<file path="src/shared/psc_pkg.sv">
// Package with constants and types for the power-on strap configuration
package psc_pkg;

  // ----------------------------------------
  // I/O port pair and register indexes
  // ----------------------------------------
  localparam logic [15:0] PSC_IO_INDEX_PORT = 16'h0022;
  localparam logic [15:0] PSC_IO_DATA_PORT = 16'h0023;
  localparam logic [7:0] PSC_IDX_STRAP_ZERO = 8'h4a;
  localparam logic [7:0] PSC_IDX_STRAP_ONE = 8'h4b;
  localparam logic [7:0] PSC_IDX_STRAP_TWO = 8'h4c;
  localparam logic [7:0] PSC_IDX_HOST_CLOCK = 8'h5f;
  localparam logic [7:0] PSC_INDEX_RESET = 8'h00;

  // ----------------------------------------
  // Strap pin numbers on the memory data bus
  // ----------------------------------------
  localparam int PSC_MD_WIDTH = 64;
  localparam int PSC_PIN_HCLK_B4 = 3;
  localparam int PSC_PIN_HCLK_B3 = 2;
  localparam int PSC_PIN_PCI_DIV = 4;
  localparam int PSC_PIN_SYNC = 5;
  localparam int PSC_PIN_PLL_LO = 6;
  localparam int PSC_PIN_PLL_HI = 7;
  localparam int PSC_PIN_RSV_LO = 10;
  localparam int PSC_PIN_RSV_HI = 13;
  localparam int PSC_PIN_PCI_DIV2 = 17;
  localparam int PSC_PIN_DOT_SRC = 20;
  localparam int PSC_PIN_HCLK_B0 = 24;
  localparam int PSC_PIN_HCLK_B1 = 25;
  localparam int PSC_PIN_HCLK_B2 = 26;
  localparam int PSC_PIN_CPU_MULT = 40;
  localparam int PSC_PIN_BUS_SEL = 44;

  // ----------------------------------------
  // Field positions
  // ----------------------------------------
  localparam int PSC_S0_PLL_LSB = 6;
  localparam int PSC_S0_BUS_SEL = 5;
  localparam int PSC_S0_PCI_DIV = 4;
  localparam int PSC_S0_SYNC = 2;
  localparam int PSC_S0_PCI_DIV2 = 0;
  localparam int PSC_S1_RSV_LSB = 2;
  localparam int PSC_S2_CPU_MULT = 7;
  localparam int PSC_S2_DOT_SRC = 4;
  localparam int PSC_HC_CODE_LSB = 3;

  // ----------------------------------------
  // Reset values and timing
  // ----------------------------------------
  localparam logic [7:0] PSC_REG_RESET = 8'h00;
  localparam int PSC_CLK_HZ = 40000000;
  localparam int PSC_RST_OUT_NS = 400;
  localparam int PSC_RST_OUT_CYC = (PSC_RST_OUT_NS * (PSC_CLK_HZ / 1000000)
                                    + 999) / 1000;
  localparam logic [7:0] PSC_RST_OUT_CNT = 8'(PSC_RST_OUT_CYC);

  // ----------------------------------------
  // Types
  // ----------------------------------------
  typedef enum logic [1:0] {
    PSC_DIV4 = 2'h0,
    PSC_DIV3 = 2'h1,
    PSC_DIV2 = 2'h2
  } psc_pci_div_t;

  typedef struct packed {
    logic [1:0] pci_pll_range;
    psc_pci_div_t pci_div;
    logic mem_host_sync;
    logic local_bus_sel;
    logic cpu_mult_x2;
    logic dot_clock_internal;
    logic [4:0] host_clock_code;
  } psc_cfg_t;

  typedef struct packed {
    logic [15:0] addr;
    logic rd;
    logic wr;
    logic [7:0] wdata;
  } psc_io_req_t;

endpackage

</file>
<file path="src/rtl/psc_pin_sync.sv">
// Three-stage input synchroniser that accepts a change once stages agree
`timescale 1ns/10ps
`default_nettype none
module psc_pin_sync #(
  parameter int WIDTH = 1
) (
  // Clock and reset
  input wire logic ref_clk,
  input wire logic rst_n,
  // Pins and filtered result
  input wire logic [WIDTH-1:0] pin_in,
  output logic [WIDTH-1:0] pin_out
);

  logic [WIDTH-1:0] s1_q;
  logic [WIDTH-1:0] s2_q;
  logic [WIDTH-1:0] s3_q;
  logic [WIDTH-1:0] out_q;

  always_ff @(posedge ref_clk or negedge rst_n) begin
    if (!rst_n) begin
      s1_q <= '0;
      s2_q <= '0;
      s3_q <= '0;
    end else begin
      s1_q <= pin_in;
      s2_q <= s1_q;
      s3_q <= s2_q;
    end
  end

  // Per bit, take the new level only once stages two and three agree
  always_ff @(posedge ref_clk or negedge rst_n) begin
    if (!rst_n) begin
      out_q <= '0;
    end else begin
      for (int i = 0; i < WIDTH; i++) begin
        if (s2_q[i] == s3_q[i]) begin
          out_q[i] <= s3_q[i];
        end
      end
    end
  end

  assign pin_out = out_q;

endmodule // psc_pin_sync
`default_nettype wire

</file>
<file path="src/rtl/psc_strap_config.sv">
// Power-on strap capture, indexed read-back and configuration outputs
//
// Operation
// - Straps read through index port 22h and data port 23h, first at 4Ah.
// - First register bits 7-6 hold pins 7,6: PCI clock PLL range.
// - PCI divisor: pin 4 low gives /4, else pin 17 picks /3 or /2.
// - First register bit 2 holds pin 5: memory/host clock sync.
// - First register bit 5 holds pin 44: ISA or local bus select.
// - Third register bit 7 holds pin 40: core clock multiplier x1/x2.
// - Third register bit 4 holds pin 20: dot clock pin direction.
// - Dot clock source bit is software writable; other straps read only.
// - Host clock register bits 7-3 hold pins 3,2,26,25,24 speed code.
// - Straps sampled continuously while reset input low; kept at release.
`timescale 1ns/10ps
`default_nettype none
module psc_strap_config (
  // Clock and reset
  input wire logic ref_clk,
  input wire logic rst_n,
  // Board pins
  input wire logic system_reset_input_n,
  input wire logic [psc_pkg::PSC_MD_WIDTH-1:0] memory_data_strap_pin,
  output logic system_reset_output_n,
  // I/O port access
  input wire psc_pkg::psc_io_req_t io_req,
  output logic [7:0] io_rdata,
  output logic io_rvalid,
  // Configuration to clock and bus logic
  output psc_pkg::psc_cfg_t cfg,
  output logic dot_clock_oe
);

  // ----------------------------------------
  // Input synchronisation
  // ----------------------------------------
  localparam int SYNC_W = psc_pkg::PSC_MD_WIDTH + 1;

  logic [SYNC_W-1:0] sync_in;
  logic [SYNC_W-1:0] sync_out;
  logic [psc_pkg::PSC_MD_WIDTH-1:0] md;
  logic sys_rst_in_n;

  assign sync_in = {system_reset_input_n, memory_data_strap_pin};

  psc_pin_sync #(
    .WIDTH(SYNC_W)
  ) u_sync (
    .ref_clk(ref_clk),
    .rst_n(rst_n),
    .pin_in(sync_in),
    .pin_out(sync_out)
  );

  assign md = sync_out[psc_pkg::PSC_MD_WIDTH-1:0];
  assign sys_rst_in_n = sync_out[psc_pkg::PSC_MD_WIDTH];

  // ----------------------------------------
  // Reset sequencing
  // ----------------------------------------
  typedef enum logic [1:0] {
    ST_SAMPLE,
    ST_HOLD,
    ST_RUN
  } psc_state_t;

  psc_state_t state_q;
  logic [7:0] hold_cnt_q;
  logic sampling;

  assign sampling = (state_q == ST_SAMPLE);

  always_ff @(posedge ref_clk or negedge rst_n) begin
    if (!rst_n) begin
      state_q <= ST_SAMPLE;
    end else if (!sys_rst_in_n) begin
      state_q <= ST_SAMPLE;
    end else begin
      unique case (state_q)
        ST_SAMPLE: begin
          state_q <= ST_HOLD;
        end
        ST_HOLD: begin
          if (hold_cnt_q == 8'h01) begin
            state_q <= ST_RUN;
          end
        end
        ST_RUN: begin
          state_q <= ST_RUN;
        end
      endcase
    end
  end

  // Straps must stay put until the reset output rises
  always_ff @(posedge ref_clk or negedge rst_n) begin
    if (!rst_n) begin
      hold_cnt_q <= psc_pkg::PSC_RST_OUT_CNT;
    end else if (state_q != ST_HOLD) begin
      hold_cnt_q <= psc_pkg::PSC_RST_OUT_CNT;
    end else begin
      hold_cnt_q <= hold_cnt_q - 8'h01;
    end
  end

  always_ff @(posedge ref_clk or negedge rst_n) begin
    if (!rst_n) begin
      system_reset_output_n <= 1'b0;
    end else begin
      system_reset_output_n <= (state_q == ST_RUN) && sys_rst_in_n;
    end
  end

  // ----------------------------------------
  // Strap registers
  // ----------------------------------------
  logic [7:0] strap_capture_zero_q;
  logic [7:0] strap_capture_one_q;
  logic [7:0] strap_capture_two_q;
  logic [7:0] host_q;
  logic [7:0] index_q;
  logic idx_wr;
  logic data_wr;
  logic data_rd;
  logic idx_rd;

  assign idx_wr = io_req.wr && (io_req.addr == psc_pkg::PSC_IO_INDEX_PORT);
  assign data_wr = io_req.wr && (io_req.addr == psc_pkg::PSC_IO_DATA_PORT);
  assign idx_rd = io_req.rd && (io_req.addr == psc_pkg::PSC_IO_INDEX_PORT);
  assign data_rd = io_req.rd && (io_req.addr == psc_pkg::PSC_IO_DATA_PORT);

  // Continuous capture while reset input is low; frozen after release
  always_ff @(posedge ref_clk or negedge rst_n) begin
    if (!rst_n) begin
      strap_capture_zero_q <= psc_pkg::PSC_REG_RESET;
      strap_capture_one_q <= psc_pkg::PSC_REG_RESET;
      host_q <= psc_pkg::PSC_REG_RESET;
    end else if (sampling) begin
      strap_capture_zero_q <= psc_pkg::PSC_REG_RESET;
      strap_capture_zero_q[psc_pkg::PSC_S0_PLL_LSB +: 2] <=
        md[psc_pkg::PSC_PIN_PLL_HI:psc_pkg::PSC_PIN_PLL_LO];
      strap_capture_zero_q[psc_pkg::PSC_S0_BUS_SEL] <= md[psc_pkg::PSC_PIN_BUS_SEL];
      strap_capture_zero_q[psc_pkg::PSC_S0_PCI_DIV] <= md[psc_pkg::PSC_PIN_PCI_DIV];
      strap_capture_zero_q[psc_pkg::PSC_S0_SYNC] <= md[psc_pkg::PSC_PIN_SYNC];
      strap_capture_zero_q[psc_pkg::PSC_S0_PCI_DIV2] <=
        md[psc_pkg::PSC_PIN_PCI_DIV2];
      strap_capture_one_q <= psc_pkg::PSC_REG_RESET;
      strap_capture_one_q[psc_pkg::PSC_S1_RSV_LSB +: 4] <=
        md[psc_pkg::PSC_PIN_RSV_HI:psc_pkg::PSC_PIN_RSV_LO];
      host_q <= psc_pkg::PSC_REG_RESET;
      host_q[psc_pkg::PSC_HC_CODE_LSB +: 5] <= {
        md[psc_pkg::PSC_PIN_HCLK_B4], md[psc_pkg::PSC_PIN_HCLK_B3],
        md[psc_pkg::PSC_PIN_HCLK_B2], md[psc_pkg::PSC_PIN_HCLK_B1],
        md[psc_pkg::PSC_PIN_HCLK_B0]};
    end
  end

  // Third register: sampled at reset, dot clock bit writable afterwards
  always_ff @(posedge ref_clk or negedge rst_n) begin
    if (!rst_n) begin
      strap_capture_two_q <= psc_pkg::PSC_REG_RESET;
    end else if (sampling) begin
      strap_capture_two_q <= psc_pkg::PSC_REG_RESET;
      strap_capture_two_q[psc_pkg::PSC_S2_CPU_MULT] <=
        md[psc_pkg::PSC_PIN_CPU_MULT];
      strap_capture_two_q[psc_pkg::PSC_S2_DOT_SRC] <= md[psc_pkg::PSC_PIN_DOT_SRC];
    end else if (data_wr && (index_q == psc_pkg::PSC_IDX_STRAP_TWO)) begin
      strap_capture_two_q[psc_pkg::PSC_S2_DOT_SRC] <=
        io_req.wdata[psc_pkg::PSC_S2_DOT_SRC];
    end
  end

  // ----------------------------------------
  // Index/data port
  // ----------------------------------------
  always_ff @(posedge ref_clk or negedge rst_n) begin
    if (!rst_n) begin
      index_q <= psc_pkg::PSC_INDEX_RESET;
    end else if (idx_wr) begin
      index_q <= io_req.wdata;
    end
  end

  function automatic logic [7:0] read_strap(input logic [7:0] idx,
                                            input logic [7:0] s0,
                                            input logic [7:0] s1,
                                            input logic [7:0] s2,
                                            input logic [7:0] hc);
    logic [7:0] val;
    val = 8'h00;
    unique case (idx)
      psc_pkg::PSC_IDX_STRAP_ZERO: val = s0;
      psc_pkg::PSC_IDX_STRAP_ONE: val = s1;
      psc_pkg::PSC_IDX_STRAP_TWO: val = s2;
      psc_pkg::PSC_IDX_HOST_CLOCK: val = hc;
      default: val = 8'h00;
    endcase
    return val;
  endfunction

  // One cycle read answer; unmapped indexes read zero
  always_ff @(posedge ref_clk or negedge rst_n) begin
    if (!rst_n) begin
      io_rdata <= 8'h00;
      io_rvalid <= 1'b0;
    end else begin
      io_rvalid <= idx_rd || data_rd;
      if (idx_rd) begin
        io_rdata <= index_q;
      end else if (data_rd) begin
        io_rdata <= read_strap(index_q, strap_capture_zero_q, strap_capture_one_q, strap_capture_two_q,
                               host_q);
      end
    end
  end

  // ----------------------------------------
  // Configuration outputs
  // ----------------------------------------
  psc_pkg::psc_pci_div_t pci_div;

  always_comb begin
    if (!strap_capture_zero_q[psc_pkg::PSC_S0_PCI_DIV]) begin
      pci_div = psc_pkg::PSC_DIV4;
    end else if (strap_capture_zero_q[psc_pkg::PSC_S0_PCI_DIV2]) begin
      pci_div = psc_pkg::PSC_DIV2;
    end else begin
      pci_div = psc_pkg::PSC_DIV3;
    end
  end

  always_comb begin
    cfg.pci_pll_range = strap_capture_zero_q[psc_pkg::PSC_S0_PLL_LSB +: 2];
    cfg.pci_div = pci_div;
    cfg.mem_host_sync = strap_capture_zero_q[psc_pkg::PSC_S0_SYNC];
    cfg.local_bus_sel = strap_capture_zero_q[psc_pkg::PSC_S0_BUS_SEL];
    cfg.cpu_mult_x2 = strap_capture_two_q[psc_pkg::PSC_S2_CPU_MULT];
    cfg.dot_clock_internal = strap_capture_two_q[psc_pkg::PSC_S2_DOT_SRC];
    cfg.host_clock_code = host_q[psc_pkg::PSC_HC_CODE_LSB +: 5];
  end

  assign dot_clock_oe = strap_capture_two_q[psc_pkg::PSC_S2_DOT_SRC];

endmodule // psc_strap_config
`default_nettype wire

</file>
<file path="config.mk">
export PLATFORM = sky130hd
export DESIGN_NAME = psc_strap_config
export DESIGN_NICKNAME = d
export VERILOG_FILES = /design/src/shared/psc_pkg.sv /design/src/rtl/psc_pin_sync.sv /design/src/rtl/psc_strap_config.sv
export SDC_FILE = /design/constraint.sdc
export NUM_CORES = 1
export LEC_CHECK = 0
export ABC_CLOCK_PERIOD_IN_PS = 3000
export BUFFER_PORTS_ARGS = -buffer_cell sky130_fd_sc_hd__buf_2
export CAP_MARGIN = 20
export CORE_ASPECT_RATIO = 0.5
export CORE_MARGIN = 4
export CORE_UTILIZATION = 55
export DETAILED_ROUTE_END_ITERATION = 10
export PLACE_DENSITY = 0.86
export SYNTH_ARGS = -nofsm -noshare
export SYNTH_HDL_FRONTEND = slang
export SYNTH_SLANG_ARGS = --single-unit
</file>
<file path="constraint.sdc">
create_clock -name ref_clk -period 3 [get_ports ref_clk]
set_input_delay 0.45 -clock ref_clk [delete_from_list [all_inputs] [get_ports ref_clk]]
set_output_delay 0.45 -clock ref_clk [all_outputs]
set_load 0.02 [all_outputs]
</file>
==> impl_metrics.toml <==
[status]
outcome = "finished clean"

[placed_design]
dpl.hpwl_um = 5420
port_buffers = 69
placed_area_um2 = 4650
gp_congestion = 0.905

[logic_synthesis]
ys.flop_type = "dfrtp_1"
synth_top_area_frac = 0.688
synth_warnings = 0
syn_nets = 379
synth_seq_cells = 117
netlist_area_um2 = 4220
yosysTopAreaCell = "dfrtp_1"
synthDistinctLibCells = 46
synth.avg_cell_area_um2 = 15.0
synthArstFlopShare = 1.00
synth_edf_count = 0
yosys-top-cells-area = "dfrtp_1 69%, mux2_2 6.7%, maj3_1 4.3%"
synth.yosys.seq_area_share = 0.694
synthCells = 281

[die]
core_area_um2 = 7400
die_x_um = 132
die_area_um2 = 9230
ios = 117
start_util = 0.570
dieHeight_um = 70.0
row_count = 22

[setup_path]
timing.rr.start = "state_q[0]"
worst_path_max_delay_cell = "ha_1"
r2r_cells = 3
cp_cell_sequence = "inv_1 -> ha_1 -> mux2_2"
r2r_end = "strap_capture_one_q[5]"
critPathLaunchType = "flop"
crit_buf_inv = 1
rrSetupSlack_ns = 1.19
critical_path.max_stage_delay_ns = 0.75
worst-path-max-fanout = 18
crit_arrival_ns = 2.08
crit_type = "flop to flop"
crit_path_end_kind = "flop"
cp.required_ns = 3.28
cp_top_family = "adder cells"

[power]
total_power_mw = 4.84
p_leak_nw = 2.45
power.density_nw_per_um2 = 920
vdd.ir_drop.worst_v = 0.000509

[timing]
hold_slack_ns = 0.135
timing.final.crit_share = 0.602
fin_tns_setup_ns = 0
fmax_mhz = 554
finalSetupViolations = 0
maxSlewHeadroom = 0.397
layout_min_cycle_time_ns = 1.81
report.final.slew_viol_count = 0
skew_ns = 0.0111
rsz0062_at_grt = "no"
tightest_slew_ns = 0.904
hold_viol = 0

[clock_tree]
cts_sinks = 117
root_buffer = "clkbuf_16"
htree_levels = 4
clk_path_buf_depth = 2
ctsResizeCount = 0
cts_tree = "built"
clk_pin_slew_worst_paths_ns = 0.05
cts_hold_buf = 0
clk_latency_ns = 0.41
cts_setup_buffers = 0
cts_buffers = 17

[global_routing]
grt_max_degree = 66
grt_pass1_vias = 2871
antenna_found_initial = 0
grt_pass1_wl_um = 14700
overflow = 0
grt_use_total = 0.210

[drt]
via_per_inst = 5.55
ant_nets = 0
routed_wl_um = 8820
via_count = 2604
drt_iter0_drc = 214
drt_pass1_iterations = 5
wire_per_inst_um = 18.8
drc = 0

[finish]
antenna_cells = 0
nNetsFinal = 459
syn_to_final_growth_pct = 24.7
fin_area_um2 = 5260
drive_above_1_share = 0.367

[min_path]
holdCritPathClass = "input port to asynchronous set/reset pin"

[job]
cap_violations = 0
placed cells by master, fill, tap and decap left out, drive strengths merged, types with 2 or more instances in the layout:
cell type	n
a21oi	7
a22oi	2
a31o	2
and2	7
and3	2
and4	3
buf	70
bufinv	3
clkbuf	21
clkinv	7
dfrtp	116
ha	5
inv	10
maj3	18
mux2	25
nand2	11
nand3	7
nand4	3
nor2	5
nor2b	5
nor3	2
nor4	3
nor4b	8
o21ai	9
xor2	4
cell families (layout without fill, tap and decap cells):
kind of cell,Yosys count,count (layout),share of synthesized area
buffers and inverters,20,112,0.0228
adders and majority gates,23,23,0.0575
and+or+nand+nor,60,60,0.0948
xor gates and xnor gates,5,5,0.0104
muxes,26,26,0.0691
AOI/OAI and AO/OA,30,30,0.0516
DFF,117,117,0.694
sequential cells by signal (all words and copies together) (netlist names), 5 cells and up:
| signal | count |
|---|---|
| index_q | 8 |
| hold_cnt_q | 8 |
| u_sync.s3_q | 18 |
| strap_capture_zero_q | 6 |
| u_sync.pin_out | 18 |
| u_sync.s2_q | 18 |
| io_rdata | 8 |
| host_q | 5 |
| u_sync.s1_q | 18 |
worst max path at each step:
stage	end	depth (start not counted)	slack [ns]	from
final	strap_capture_one_q[5]	3	1.19	state_q[0]
after global routing	io_rdata[6]	5	1.04	io_req[13]
after CTS	strap_capture_one_q[5]	3	1.16	state_q[0]
after detailed placement	io_rdata[6]	5	0.86	io_req[23]
after global placement	io_rdata[6]	5	0.93	io_req[13]
after floorplan	index_q[1]	4	1.35	io_req[13]
layer usage:
layer | track usage | part of all wire
met5 | 0 | 0
met4 | 0.0768 | 0.017
met3 | 0.0986 | 0.066
met2 | 0.349 | 0.50
met1 | 0.241 | 0.42
power breakdown:
| part | switching (mW) | internal (mW) |
|---|---|---|
| clock | 0.669 | 1.38 |
| sequential | 0.198 | 1.80 |
| combinational | 0.440 | 0.360 |
| total | 1.31 | 3.54 |
worst reg2reg max path: cells and delay by family, from the launching register on:
family / cells / cell delay [ns]
adders and majority gates: 1 / 0.75
muxes: 1 / 0.44
DFF: 1 / 0.40
buffers and inverters: 1 / 0.09
stage by stage:
step,setup WS (ns),instances,utilization
after global placement,0.933,438,0.629
final,1.19,469,0.711
after detailed placement,0.858,438,0.629
after CTS,1.16,469,0.711
after global routing,1.04,469,0.711
after floorplan,1.35,281,-
layout make-up:
type                    count  area (um^2)
clock buffers              21          480
clock inverters            10          128
fillers                   460         2140
inverters                  11         41.3
multi-input cells         144         1200
flip-flops and latches    117         2930
well taps                  96          120
repair buffers             70          368
Yosys cell counts (3+ instances only):
library cell / instances
maj3_1: 18
nand2_1: 11
nor4b_1: 7
xor2_1: 4
ha_1: 5
and2_1: 7
nand3_1: 7
o21ai_0: 9
nand4_1: 3
a21oi_1: 7
dfrtp_1: 116
mux2_2: 25
nor2b_1: 5
nor2_1: 4
inv_1: 10
and4_1: 3
buf_4: 5
No activity file was read; power rests on OpenSTA's default activity.
